--- src/common/usb_ctrl_pkg.sv ---
/*
  Package for the USB general and device control block: constants, states and carriers.
  Assumes a single 20 MHz clock and synchronous active-low reset.
*/
package usb_ctrl_pkg;
  localparam int unsigned NUM_EP = 8;
  localparam int unsigned FIFO_W = 8;
  localparam int unsigned FIFO_D = 8;
  localparam logic [6:0] ADDR_RST = 7'h00;
  localparam logic [10:0] FRAME_RST = 11'h000;
  localparam logic [1:0] SPD_RST = 2'h0;
  localparam logic [7:0] EP_CFG_RST = 8'h00;
  localparam logic [7:0] EP_CTL_RST = 8'h00;
  localparam logic [1:0] EP_TYPE_ISO = 2'h1;
  localparam logic [1:0] EP_TYPE_BULK = 2'h2;
  localparam logic [1:0] EP_TYPE_INT = 2'h3;
  localparam logic [1:0] SPEED_FULL = 2'h0;
  localparam logic [1:0] SPEED_LOW = 2'h1;
  localparam int unsigned CLK_HZ = 20_000_000;
  localparam int unsigned BUS_RST_NS = 2_500;
  localparam int unsigned BUS_RST_CYC = (BUS_RST_NS * (CLK_HZ / 1_000_000) + 999) / 1000;

  typedef enum logic [1:0] {
    ST_RESET,
    ST_DEVICE_IDLE,
    ST_HOST_IDLE
  } ctrl_state_t;

  typedef struct packed {
    logic controller_enable;
    logic freeze_clock_bit;
    logic role_select;
    logic low_speed_select;
  } general_ctrl_t;

  typedef struct packed {
    logic dp_pullup;
    logic dm_pullup;
    logic dp_pulldown;
    logic dm_pulldown;
    logic pad_active;
  } pad_ctrl_t;
endpackage

--- src/usb_fifo.sv ---
/*
  Synchronous FIFO with valid/ready on both sides.
  Assumes one clock, synchronous active-low reset.
*/
`timescale 1ns/1ps
module usb_fifo #(
  parameter int unsigned WIDTH = 8,
  parameter int unsigned DEPTH = 8
) (
  input wire logic clk_i,
  input wire logic rstn_i,
  input wire logic flush_i,
  input wire logic [WIDTH-1:0] in_data_i,
  input wire logic in_valid_i,
  output logic in_ready_o,
  output logic [WIDTH-1:0] out_data_o,
  output logic out_valid_o,
  input wire logic out_ready_i
);
  localparam int unsigned AW = $clog2(DEPTH);
  logic [WIDTH-1:0] mem_q [DEPTH];
  logic [AW-1:0] wr_q;
  logic [AW-1:0] rd_q;
  logic [AW:0] cnt_q;
  logic push;
  logic pop;

  assign in_ready_o = (cnt_q != DEPTH[AW:0]);
  assign out_valid_o = (cnt_q != '0);
  assign out_data_o = mem_q[rd_q];
  assign push = in_valid_i && in_ready_o;
  assign pop = out_valid_o && out_ready_i;

  always_ff @(posedge clk_i)
  begin
    if (push)
    begin
      mem_q[wr_q] <= in_data_i;
    end
  end

  always_ff @(posedge clk_i)
  begin
    if (!rstn_i || flush_i)
    begin
      wr_q <= '0;
      rd_q <= '0;
      cnt_q <= '0;
    end
    else
    begin
      if (push)
      begin
        wr_q <= (wr_q == AW'(DEPTH - 1)) ? '0 : wr_q + 1'b1;
      end
      if (pop)
      begin
        rd_q <= (rd_q == AW'(DEPTH - 1)) ? '0 : rd_q + 1'b1;
      end
      cnt_q <= cnt_q + (AW+1)'(push) - (AW+1)'(pop);
    end
  end
endmodule

--- src/usb_general_and_device_control.sv ---
/*
  General control, pad control and device-mode reset handling of a USB controller,
  with a FIFO in the received data path. Assumes inputs synchronous to clk_i; bus
  events (suspend, non-idle, bus reset, id change) arrive as one-cycle pulses.
*/
// Functional notes
// - Reset leaves the controller disabled, frozen, pad idle, internal state cleared.
// - Freeze, enable, role and speed bits are writable in reset, applied once unfrozen.
// - Enable moves to idle in device or host mode per role select.
// - Clearing enable acts as reset but keeps freeze, role and speed bits.
// - While frozen only role, freeze, enable and speed bits and the flag clears accept writes.
// - While frozen only asynchronous sources raise the interrupt.
// - Id change, wakeup and host wakeup interrupts work without the clock.
// - All interrupt causes combine onto one request line.
// - Device pull-up goes on D+ for full speed, D- for low speed.
// - Host mode pulls down both lines and reports detected speed.
// - Suspend sets its flag and idles the pad; activity sets wakeup, activates pad.
// - Pad idles on disable or detach; activates on enable with detach clear.
// - Device mode has eight endpoints, each iso, bulk or interrupt.
// - After reset endpoints are disabled, no pull-up, detach reads one.
// - Clearing detach applies the pull-up matching the selected speed.
// - Device mode resets on disable or when id selects host.
// - Bus reset clears device control but detach and speed config: frame, endpoints, toggles.
// - End of bus reset handling sets the bus reset done flag.
// - Bus reset also clears device address and its valid bit.
`timescale 1ns/1ps
module usb_general_and_device_control
  import usb_ctrl_pkg::*;
#(
  parameter int unsigned N_EP = NUM_EP
) (
  input wire logic clk_i,
  input wire logic rstn_i,
  input wire usb_ctrl_pkg::general_ctrl_t gen_wr_data_i,
  input wire logic gen_wr_i,
  input wire logic detach_wr_data_i,
  input wire logic detach_wr_i,
  input wire logic [6:0] addr_wr_data_i,
  input wire logic addr_wr_i,
  input wire logic addr_valid_wr_data_i,
  input wire logic addr_valid_wr_i,
  input wire logic [1:0] speed_cfg_wr_data_i,
  input wire logic speed_cfg_wr_i,
  input wire logic [2:0] ep_sel_i,
  input wire logic [7:0] ep_cfg_wr_data_i,
  input wire logic ep_cfg_wr_i,
  input wire logic [7:0] ep_ctl_wr_data_i,
  input wire logic ep_ctl_wr_i,
  input wire logic ep_toggle_flip_i,
  input wire logic sof_i,
  input wire logic [10:0] frame_num_i,
  input wire logic id_i,
  input wire logic id_change_i,
  input wire logic host_resume_i,
  input wire logic bus_suspend_i,
  input wire logic bus_non_idle_i,
  input wire logic bus_reset_i,
  input wire logic [1:0] host_speed_detect_i,
  input wire logic [2:0] irq_clear_i,
  input wire logic [7:0] rx_data_i,
  input wire logic rx_valid_i,
  output logic rx_ready_o,
  output logic [7:0] fifo_data_o,
  output logic fifo_valid_o,
  input wire logic fifo_ready_i,
  output usb_ctrl_pkg::general_ctrl_t gen_status_o,
  output usb_ctrl_pkg::ctrl_state_t state_o,
  output usb_ctrl_pkg::pad_ctrl_t pad_o,
  output logic detach_o,
  output logic [6:0] addr_o,
  output logic addr_valid_o,
  output logic [1:0] speed_cfg_o,
  output logic [1:0] speed_status_o,
  output logic [10:0] frame_num_o,
  output logic [7:0] ep_cfg_o,
  output logic [7:0] ep_ctl_o,
  output logic [N_EP-1:0] ep_toggle_o,
  output logic bus_idle_flag_o,
  output logic wakeup_flag_o,
  output logic bus_reset_done_flag_o,
  output logic id_change_irq_o,
  output logic host_resume_irq_o,
  output logic irq_o
);
  import usb_ctrl_pkg::*;

  general_ctrl_t gen_q;
  ctrl_state_t state_q;
  logic running;
  logic dev_run;
  logic dev_clr;
  logic detach_q;
  logic pad_active_q;
  logic [6:0] addr_q;
  logic addr_valid_q;
  logic [1:0] spd_q;
  logic [1:0] spd_stat_q;
  logic [10:0] frame_q;
  logic [7:0] ep_cfg_q [N_EP];
  logic [7:0] ep_ctl_q [N_EP];
  logic [N_EP-1:0] tog_q;
  logic rst_busy_q;
  logic [7:0] rst_cnt_q;
  logic bus_idle_flag_q;
  logic wake_q;
  logic bus_reset_done_flag_q;
  logic id_change_irq_q;
  logic hwup_q;
  logic fifo_in_ready;

  // Settings count only once the controller is both enabled and unfrozen.
  assign running = gen_q.controller_enable && !gen_q.freeze_clock_bit;
  assign dev_run = running && (state_q == ST_DEVICE_IDLE) && id_i;
  assign dev_clr = !gen_q.controller_enable || !id_i;

  // These bits stay writable while frozen; a disable keeps them.
  always_ff @(posedge clk_i)
  begin
    if (!rstn_i)
    begin
      gen_q <= '{controller_enable: 1'b0, freeze_clock_bit: 1'b1,
                 role_select: 1'b0, low_speed_select: 1'b0};
    end
    else if (gen_wr_i)
    begin
      gen_q <= gen_wr_data_i;
    end
  end

  always_ff @(posedge clk_i)
  begin
    if (!rstn_i)
    begin
      state_q <= ST_RESET;
    end
    else
    begin
      case (state_q)
        ST_RESET:
        begin
          // A frozen enable waits here, so role and speed are only applied unfrozen.
          if (running)
          begin
            state_q <= gen_q.role_select ? ST_DEVICE_IDLE : ST_HOST_IDLE;
          end
        end
        ST_DEVICE_IDLE, ST_HOST_IDLE:
        begin
          if (!gen_q.controller_enable)
          begin
            state_q <= ST_RESET;
          end
        end
        default:
        begin
          state_q <= ST_RESET;
        end
      endcase
    end
  end

  // Detach is ignored while frozen, so it always has a defined value at unfreeze.
  always_ff @(posedge clk_i)
  begin
    if (!rstn_i || !gen_q.controller_enable)
    begin
      detach_q <= 1'b1;
    end
    else if (detach_wr_i && !gen_q.freeze_clock_bit)
    begin
      detach_q <= detach_wr_data_i;
    end
  end

  always_ff @(posedge clk_i)
  begin
    if (!rstn_i || !gen_q.controller_enable)
    begin
      pad_active_q <= 1'b0;
    end
    else if (detach_wr_i && detach_wr_data_i)
    begin
      pad_active_q <= 1'b0;
    end
    else if (bus_non_idle_i && running)
    begin
      pad_active_q <= 1'b1;
    end
    else if (bus_suspend_i && running)
    begin
      pad_active_q <= 1'b0;
    end
    else if (detach_wr_i && !detach_wr_data_i && !gen_q.freeze_clock_bit)
    begin
      pad_active_q <= 1'b1;
    end
  end

  // Pull-up follows the speed bit only while attached in device mode.
  always_comb
  begin
    pad_o = '0;
    pad_o.pad_active = pad_active_q;
    if (state_q == ST_DEVICE_IDLE && !detach_q)
    begin
      pad_o.dp_pullup = !gen_q.low_speed_select;
      pad_o.dm_pullup = gen_q.low_speed_select;
    end
    else if (state_q == ST_HOST_IDLE)
    begin
      pad_o.dp_pulldown = 1'b1;
      pad_o.dm_pulldown = 1'b1;
    end
  end

  always_ff @(posedge clk_i)
  begin
    if (!rstn_i || !gen_q.controller_enable)
    begin
      spd_stat_q <= SPEED_FULL;
    end
    else if (running && state_q == ST_HOST_IDLE)
    begin
      spd_stat_q <= host_speed_detect_i;
    end
  end

  // Bus reset window: a fixed hold after the request before completion is flagged.
  always_ff @(posedge clk_i)
  begin
    if (!rstn_i || dev_clr)
    begin
      rst_busy_q <= 1'b0;
      rst_cnt_q <= '0;
    end
    else if (bus_reset_i && dev_run)
    begin
      rst_busy_q <= 1'b1;
      rst_cnt_q <= 8'(BUS_RST_CYC - 1);
    end
    else if (rst_busy_q)
    begin
      if (rst_cnt_q == '0)
      begin
        rst_busy_q <= 1'b0;
      end
      else
      begin
        rst_cnt_q <= rst_cnt_q - 1'b1;
      end
    end
  end

  always_ff @(posedge clk_i)
  begin
    if (!rstn_i || dev_clr || rst_busy_q)
    begin
      addr_q <= ADDR_RST;
      addr_valid_q <= 1'b0;
    end
    else if (dev_run)
    begin
      if (addr_wr_i)
      begin
        addr_q <= addr_wr_data_i;
      end
      if (addr_valid_wr_i)
      begin
        addr_valid_q <= addr_valid_wr_data_i;
      end
    end
  end

  // Speed config survives a bus reset but not a disable.
  always_ff @(posedge clk_i)
  begin
    if (!rstn_i || dev_clr)
    begin
      spd_q <= SPD_RST;
    end
    else if (speed_cfg_wr_i && dev_run)
    begin
      spd_q <= speed_cfg_wr_data_i;
    end
  end

  always_ff @(posedge clk_i)
  begin
    if (!rstn_i || dev_clr || rst_busy_q)
    begin
      frame_q <= FRAME_RST;
      tog_q <= '0;
    end
    else if (dev_run)
    begin
      if (sof_i)
      begin
        frame_q <= frame_num_i;
      end
      if (ep_toggle_flip_i)
      begin
        tog_q[ep_sel_i] <= !tog_q[ep_sel_i];
      end
    end
  end

  // Endpoint type sits in bits 1:0 of each config entry.
  always_ff @(posedge clk_i)
  begin
    for (int i = 0; i < int'(N_EP); i++)
    begin
      if (!rstn_i || dev_clr || rst_busy_q)
      begin
        ep_cfg_q[i] <= EP_CFG_RST;
        ep_ctl_q[i] <= EP_CTL_RST;
      end
      else if (dev_run && ep_sel_i == 3'(i))
      begin
        if (ep_cfg_wr_i)
        begin
          ep_cfg_q[i] <= ep_cfg_wr_data_i;
        end
        if (ep_ctl_wr_i)
        begin
          ep_ctl_q[i] <= ep_ctl_wr_data_i;
        end
      end
    end
  end

  // Flags: set wins over a same-cycle clear. Clear index 0 suspend/wakeup/reset-done,
  // 1 id change, 2 host resume.
  always_ff @(posedge clk_i)
  begin
    if (!rstn_i || dev_clr)
    begin
      bus_idle_flag_q <= 1'b0;
      wake_q <= 1'b0;
      bus_reset_done_flag_q <= 1'b0;
    end
    else
    begin
      if (bus_suspend_i && dev_run)
      begin
        bus_idle_flag_q <= 1'b1;
      end
      else if (irq_clear_i[0] || (bus_non_idle_i && dev_run))
      begin
        bus_idle_flag_q <= 1'b0;
      end
      // Wakeup is an asynchronous source and is seen even while frozen.
      if (bus_non_idle_i && gen_q.controller_enable && state_q == ST_DEVICE_IDLE)
      begin
        wake_q <= 1'b1;
      end
      else if (irq_clear_i[0])
      begin
        wake_q <= 1'b0;
      end
      if (rst_busy_q && rst_cnt_q == '0)
      begin
        bus_reset_done_flag_q <= 1'b1;
      end
      else if (irq_clear_i[0])
      begin
        bus_reset_done_flag_q <= 1'b0;
      end
    end
  end

  always_ff @(posedge clk_i)
  begin
    if (!rstn_i || !gen_q.controller_enable)
    begin
      id_change_irq_q <= 1'b0;
      hwup_q <= 1'b0;
    end
    else
    begin
      if (id_change_i)
      begin
        id_change_irq_q <= 1'b1;
      end
      else if (irq_clear_i[1])
      begin
        id_change_irq_q <= 1'b0;
      end
      if (host_resume_i && state_q == ST_HOST_IDLE)
      begin
        hwup_q <= 1'b1;
      end
      else if (irq_clear_i[2])
      begin
        hwup_q <= 1'b0;
      end
    end
  end

  // Clocked causes are masked by freeze; only the asynchronous ones pass.
  assign irq_o = id_change_irq_q || hwup_q || wake_q
                 || (!gen_q.freeze_clock_bit && (bus_idle_flag_q || bus_reset_done_flag_q));

  // Received data is held back while the device is not running.
  assign rx_ready_o = fifo_in_ready && dev_run;

  usb_fifo #(
    .WIDTH(FIFO_W),
    .DEPTH(FIFO_D)
  ) u_rx_fifo (
    .clk_i(clk_i),
    .rstn_i(rstn_i),
    .flush_i(dev_clr),
    .in_data_i(rx_data_i),
    .in_valid_i(rx_valid_i && dev_run),
    .in_ready_o(fifo_in_ready),
    .out_data_o(fifo_data_o),
    .out_valid_o(fifo_valid_o),
    .out_ready_i(fifo_ready_i)
  );

  assign gen_status_o = gen_q;
  assign state_o = state_q;
  assign detach_o = detach_q;
  assign addr_o = addr_q;
  assign addr_valid_o = addr_valid_q;
  assign speed_cfg_o = spd_q;
  assign speed_status_o = spd_stat_q;
  assign frame_num_o = frame_q;
  assign ep_cfg_o = ep_cfg_q[ep_sel_i];
  assign ep_ctl_o = ep_ctl_q[ep_sel_i];
  assign ep_toggle_o = tog_q;
  assign bus_idle_flag_o = bus_idle_flag_q;
  assign wakeup_flag_o = wake_q;
  assign bus_reset_done_flag_o = bus_reset_done_flag_q;
  assign id_change_irq_o = id_change_irq_q;
  assign host_resume_irq_o = hwup_q;
endmodule

--- config.mk ---
export PLATFORM = sky130hd
export DESIGN_NAME = usb_general_and_device_control
export DESIGN_NICKNAME = d
export VERILOG_FILES = /design/src/common/usb_ctrl_pkg.sv /design/src/usb_fifo.sv /design/src/usb_general_and_device_control.sv
export SDC_FILE = /design/constraint.sdc
export NUM_CORES = 1
export LEC_CHECK = 0
export ABC_AREA = 1
export BUFFER_PORTS_ARGS = -buffer_cell sky130_fd_sc_hd__buf_4
export CORE_AREA = 2 2 145 161
export DETAILED_ROUTE_END_ITERATION = 16
export DIE_AREA = 0 0 147 163
export PLACE_DENSITY = 0.75
export SYNTH_ARGS = -nofsm -noshare
export SYNTH_HDL_FRONTEND = slang
export SYNTH_SLANG_ARGS = --single-unit
--- constraint.sdc ---
create_clock -name clk_i -period 2.2 [get_ports clk_i]
set_clock_uncertainty 0.15 [all_clocks]
set_input_delay 0.11 -clock clk_i [delete_from_list [all_inputs] [get_ports clk_i]]
set_output_delay 0.11 -clock clk_i [all_outputs]
set_load 0.03 [all_outputs]
=== Word level (Yosys, flattened, before mapping) ===
Memory sizes are Yosys's and may differ from the RTL's. A register that Yosys moved wholly into a read port is not among the register bits.
Index checks and enable logic that the tools add are counted.

* Bits in registers: 63
* Bits in latches: 0
* Bits in writable memories: 192
* ROM bits: 0
* Input port bits: 77
* Output and inout port bits: 75
* Logic and storage cells: 241
* Memories: 3

{| class="wikitable"
|+ Memory list
! name !! depth !! bits a word !! rd ports !! clocked after memory_dff !! write ports !! RTL line !! text
|-
| ep_cfg_q || 8 || 8 || 1 || 0 || 8 || usb_general_and_device_control.sv:99 || <nowiki>logic [7:0] ep_cfg_q [N_EP];</nowiki>
|-
| ep_ctl_q || 8 || 8 || 1 || 0 || 8 || usb_general_and_device_control.sv:100 || <nowiki>logic [7:0] ep_ctl_q [N_EP];</nowiki>
|-
| u_rx_fifo.mem_q || 8 || 8 || 1 || 1 || 1 || usb_fifo.sv:21 || <nowiki>logic [WIDTH-1:0] mem_q [DEPTH];</nowiki>
|}

* $add $sub $neg: 5
* $mul: 0
* Divide/modulo/power cells: 0
* Order comparisons: 2
* Equality and inequality tests: 15
* Shift-type cells: 0
* Mux-type cells: 104
* Bitwise logic cells: 17
* Reduce and logical (&&, ||, !) cells: 71

{| class="wikitable"
|+ Operator list
! cell !! count
|-
| $mux 8 || 16
|-
| $mux 1 || 71
|-
| $logic_and 1x1->1 || 33
|-
| $eq 3x3->1 const B || 6
|-
| $mux 6 || 3
|-
| $or 1x1->1 || 16
|-
| $reduce_and 2->1 || 7
|-
| $mux 2 || 6
|-
| $mux 3 || 4
|-
| $reduce_bool 2->1 || 6
|-
| $logic_or 1x1->1 || 9
|-
| $bwmux 8 || 1
|-
| $logic_not 1->1 || 8
|-
| $logic_not 8->1 || 1
|-
| $sub 8x1->8 const B || 1
|-
| $add 3x1->3 const B || 2
|-
| $eq 3x2->1 const B || 2
|-
| $ne 2x2->1 const B || 3
|-
| $reduce_or 2->1 || 3
|-
| $add 4x1->4 || 1
|-
| $lt 3x4->1 const B || 1
|-
| $ne 4x4->1 const B || 1
|-
| $pmux 2 s2 || 1
|-
| $reduce_bool 4->1 || 1
|-
| other kinds (11) || 11
|}

=== Logic depth before layout (Yosys ltp) ===
* Word-level depth: 9
* Mapped depth: 12
* Mapped depth without buffers: 12

=== Modules after synthesis ===
Synthesis repeated with hierarchy kept, for this count alone.

* Cells, all modules: 1279
* Area, all modules: 11770.0 um^2

{| class="wikitable"
|+ Modules (own cells, without submodules)
! module !! times used !! cells each !! area each (um^2) !! seq. area each (um^2)
|-
| usb_general_and_device_control || 1 || 908 || 8205.4 || 4904.7
|-
| usb_fifo || 1 || 371 || 3564.7 || 2182.1
|}

=== Worst setup path before layout ===
No wires, ideal clock.

* Path type: reg2reg
* Start point: register state_q[0], in the netlist state_o[0]
* End point: memory u_rx_fifo.mem_q[3][0] (enable)
* Setup time: 383 ps
* Arrival time: 2018 ps
* Required time: 1667 ps
* Setup slack: -351 ps
* Stages on the path, launching flop included: 8
* Path buffers: 0
* Period minus slack after synthesis: 2551 ps
* Cell sequence: dfxtp_1 -> ha_1 -> nand2_1 -> nor2_8 -> nand3_1 -> inv_1 -> nand2_1 -> nor3_1

* Longest elaborated chain between the ends: 7

{| class="wikitable"
|+ Ends and longest elaborated chain
! element !! RTL line !! text
|-
| from (decl) || usb_general_and_device_control.sv:88 || <nowiki>ctrl_state_t state_q;</nowiki>
|-
| from (signal assigned) || usb_general_and_device_control.sv:144 || <nowiki>state_q <= gen_q.role_select ? ST_DEVICE_IDLE : ST_HOST_IDLE;</nowiki>
|-
| $eq 2x1->1 || usb_general_and_device_control.sv:113 || <nowiki>assign dev_run = running && (state_q == ST_DEVICE_IDLE) && id_i;</nowiki>
|-
| $logic_and 1x1->1 (2 in series) || usb_general_and_device_control.sv:113 ||
|-
| $logic_and 1x1->1 || usb_general_and_device_control.sv:414 || <nowiki>.in_valid_i(rx_valid_i && dev_run),</nowiki>
|-
| $logic_and 1x1->1 || usb_fifo.sv:31 || <nowiki>assign push = in_valid_i && in_ready_o;</nowiki>
|-
| named net u_rx_fifo.push || usb_fifo.sv:25 || <nowiki>logic push;</nowiki>
|-
| $mux 1 || usb_fifo.sv:36 || <nowiki>if (push)</nowiki>
|-
| $mux 1 (not written as such) || usb_fifo.sv:38 || <nowiki>mem_q[wr_q] <= in_data_i;</nowiki>
|-
| to (decl) || usb_fifo.sv:21 ||
|}

The timed path passes the listed nets, and every way through them passes these cells.

=== Worst setup path in the final report ===
* Start point: register u_rx_fifo.cnt_q[2]
* End point: register u_rx_fifo.cnt_q[1]

* Elaborated cells between the ends (all ways): 6
* Classes of those cells: 2 x add/sub; 1 x eq/ne; 3 x reduce/logical

{| class="wikitable"
|+ RTL lines
! element !! RTL line !! text
|-
| from (decl) || usb_fifo.sv:24 || <nowiki>logic [AW:0] cnt_q;</nowiki>
|-
| from (signal assigned) || usb_fifo.sv:60 || <nowiki>cnt_q <= cnt_q + (AW+1)'(push) - (AW+1)'(pop);</nowiki>
|-
| $reduce_bool 4->1 || usb_fifo.sv:29 || <nowiki>assign out_valid_o = (cnt_q != '0);</nowiki>
|-
| $logic_and 1x1->1 || usb_fifo.sv:32 || <nowiki>assign pop = out_valid_o && out_ready_i;</nowiki>
|-
| named net u_rx_fifo.pop || usb_fifo.sv:26 || <nowiki>logic pop;</nowiki>
|-
| $sub 4x1->4 || usb_fifo.sv:60 ||
|}

The timed path passes the listed nets, and every way through them passes these cells.
A chain may end at the register's enable or synchronous reset.

==> impl_metrics.ini <==
[run_status]
status = completed

[floorplan]
die-area_um2 = 24000
die_w_um = 147
die_h_um = 163
initial_core_util_pct = 50.7
core_um2 = 22500
io_pins = 152
fp-row-count = 58

[synth]
synthAdderAreaFrac_pct = 1.93
synth_flop_cell = edfxtp_1
yosys_warnings = 0
ys_seq_area_share_pct = 62.1
yosysUniqueCellTypes = 40
yosys.area_share.simple_pct = 24.2
netlist_area_um2 = 11400
synth-async-reset-ratio_pct = 0
syn_avg_cell_area_um2 = 9.95
synth-compound-area-share_pct = 6.24
muxShareOfSynthArea_pct = 0.702
postSynthCellCount = 1147
synth_top_family_by_area = simple AND/OR/NAND/NOR gates
synth_xor_area_share_pct = 0.154
synth_nets = 1241
synth-seq-cells = 258
synth-edff-count = 192

[final_layout]
syn_to_final_growth_pct = 30.1
antenna_cells = 0
nets = 1496
final_common_cell = nand2_1
drive_gt1_share_pct = 21.8
finalNonFillerCells = 1720
fillers = 1718
multi_input_area_um2 = 3910
design_area_um2 = 14800
final_cell_mix = nand2_1, edfxtp_1, nor2_1
regArea_um2 = 7090

[clock_network]
clk_path_buf_depth = 3
clock-root-buffer = clkbuf_16
tritoncts = built
clkSlewWorstSetupHoldPaths_ns = 0.07
cts_buffers = 25
worstSkewPairLatency_ns = 0.52
cts_sinks = 258
h-tree-depth = 1

[global_route]
track_usage_pct = 23.0
grt_pass1_vias = 9135
grt_max_degree = 41
grt_overflow = 0
antenna_found_initial = 0
grt_pass1_wl_um = 44200

[placed_design]
io_buffer_count = 151
dpl_cell_area_um2 = 13100
hpwl_um = 18700
place_congestion = 0.804
dp.cells = 1588

[min_path]
hp-class = primary input to flip-flop

[job]
cap_violations = 0

[route]
drc = 0
firstDrtPassIters = 5
num_vias = 8968
initialDrtViolationCount = 573
final_antenna_net_count = 0
wl_per_cell_um = 16.2
wl_um = 27800
viasPerCell = 5.21

[critical_path]
arrival_ns = 2.37
crit_path_end_kind = flip-flop
path_max_fanout = 3
crit_required_ns = 2.46
critPathLaunchType = flip-flop
crit_type = flip-flop to flip-flop

[timing]
slew_headroom_pct = 72.9
whs_ns = 0.127
grt_setup_unrepaired = false
slew_violations = 0
post-route-min-period_ns = 2.11
hold_viol_final = 0
fmax_ghz = 0.475
final.setup.tns_ns = 0
setup_viol = 0
worst_pin_slew_ns = 0.406
finalCritPeriodShare_pct = 95.8

[pwr]
power_density_nw_per_um2 = 721
ir_drop_v = 0.000691
leakage_nw = 6.21
[where the power goes]
| part | total (W) | switching [W] | internal [W] |
|---|---|---|---|
| Clock | 0.00446 | 0.00188 | 0.00258 |
| Combinational | 0.000916 | 0.000542 | 0.000373 |
| Sequential | 0.00532 | 0.0000408 | 0.00528 |
| Total | 0.0107 | 0.00246 | 0.00824 |
[logic make-up (layout without fill, tap and decap cells)]
| family | after synthesis | in the layout |
|---|---|---|
| muxes | 8 | 8 |
| DFF | 258 | 258 |
| AOI/OAI and AO/OA | 123 | 123 |
| and+or+nand+nor | 611 | 611 |
| xor gates and xnor gates | 2 | 2 |
| buffers and inverters | 128 | 401 |
| adders and majority gates | 17 | 17 |
[through the flow]
stage	setup slack, ns	util, %	power, W
floorplan	0.0154	-	0.00587
global placement	0.0657	58.1	0.00619
detailed placement	0.0307	58.1	0.00620
CTS	0.00688	65.7	0.0107
global route	0.00525	66.0	0.0110
finish	0.0928	66.0	0.0107
[layer usage]
metal | GRT usage (%) | vias to the layer above | routed length [um]
li1 | - | 4375 | -
met1 | 25.8 | 4256 | 10600
met2 | 44.4 | 267 | 15000
met3 | 3.33 | 70 | 1380
met4 | 8.09 | 0 | 855
met5 | 0 | - | 0
[final cells by class]
type / instances / share of cell area, %
clock buffer: 28 / 4.29
inverter: 83 / 2.10
clock inverter: 17 / 1.44
sequential: 258 / 47.8
multi-input combinational: 761 / 26.3
tap: 300 / 2.53
timing repair buffer: 273 / 15.6
[cells in the mapped netlist (9+ instances only)]
cell      number  area share, %
nand4_1       31            1.7
nand3_1       40            1.8
dfxtp_1       66             12
inv_1         75            2.5
a22oi_1       10           0.66
ha_1          16            1.8
edfxtp_1     192             51
nor2_1       192            6.3
o21ai_0       29            1.3
clkbuf_1      20           0.66
nand3_4       11            1.7
a21oi_1       56            2.5
nor3_1         9           0.39
buf_2         16           0.70
nand2_1      300            9.9
[worst max-delay path, stage by stage, from the launching register on]
cell and delay [ns]:
dfxtp_1 0.31, inv_2 0.08, ha_4 0.14, nand3_4 0.07
nand2_2 0.09, inv_2 0.04, ha_1 0.27, inv_1 0.06
ha_2 0.17, inv_1 0.06, fa_2 0.52, nor2_1 0.04
[state kept, by name (all words and copies together), names as in the netlist, named ones only]
signal / cells
rst_cnt_q: 8
addr_valid_o: 1
speed_cfg_o: 2
id_change_irq_o: 1
state_o: 2
u_rx_fifo.rd_q: 3
ep_toggle_o: 8
addr_o: 7
detach_o: 1
u_rx_fifo.cnt_q: 4
ep_cfg_q: 64
bus_idle_flag_o: 1
ep_ctl_q: 64
gen_status_o: 4
pad_active_q: 1
u_rx_fifo.wr_q: 3
wakeup_flag_o: 1
u_rx_fifo.mem_q: 64
rst_busy_q: 1
host_resume_irq_o: 1
bus_reset_done_flag_o: 1
speed_status_o: 2
frame_num_o: 11
[timing repair]
item	CTS	global route
hold endpoints to repair	256	0
hold buffers	87	0
setup buffers	0	0
resized for setup	1	25
setup endpoints to repair	3	140
pin swaps	0	1
[worst paths after layout]
| kind | from | to | slack [ns] | cells past startpoint |
|---|---|---|---|---|
| max | u_rx_fifo.cnt_q[2] | u_rx_fifo.cnt_q[1] | 0.09 | 11 |
| min | ep_sel_i[0] | ep_cfg_q[3][0] | 0.13 | 5 |
| max reg2reg | u_rx_fifo.cnt_q[2] | u_rx_fifo.cnt_q[1] | 0.09 | 11 |
| min reg2reg | frame_num_o[3] | frame_num_o[3] | 0.31 | 2 |
No activity file was read; power rests on OpenSTA's default activity.
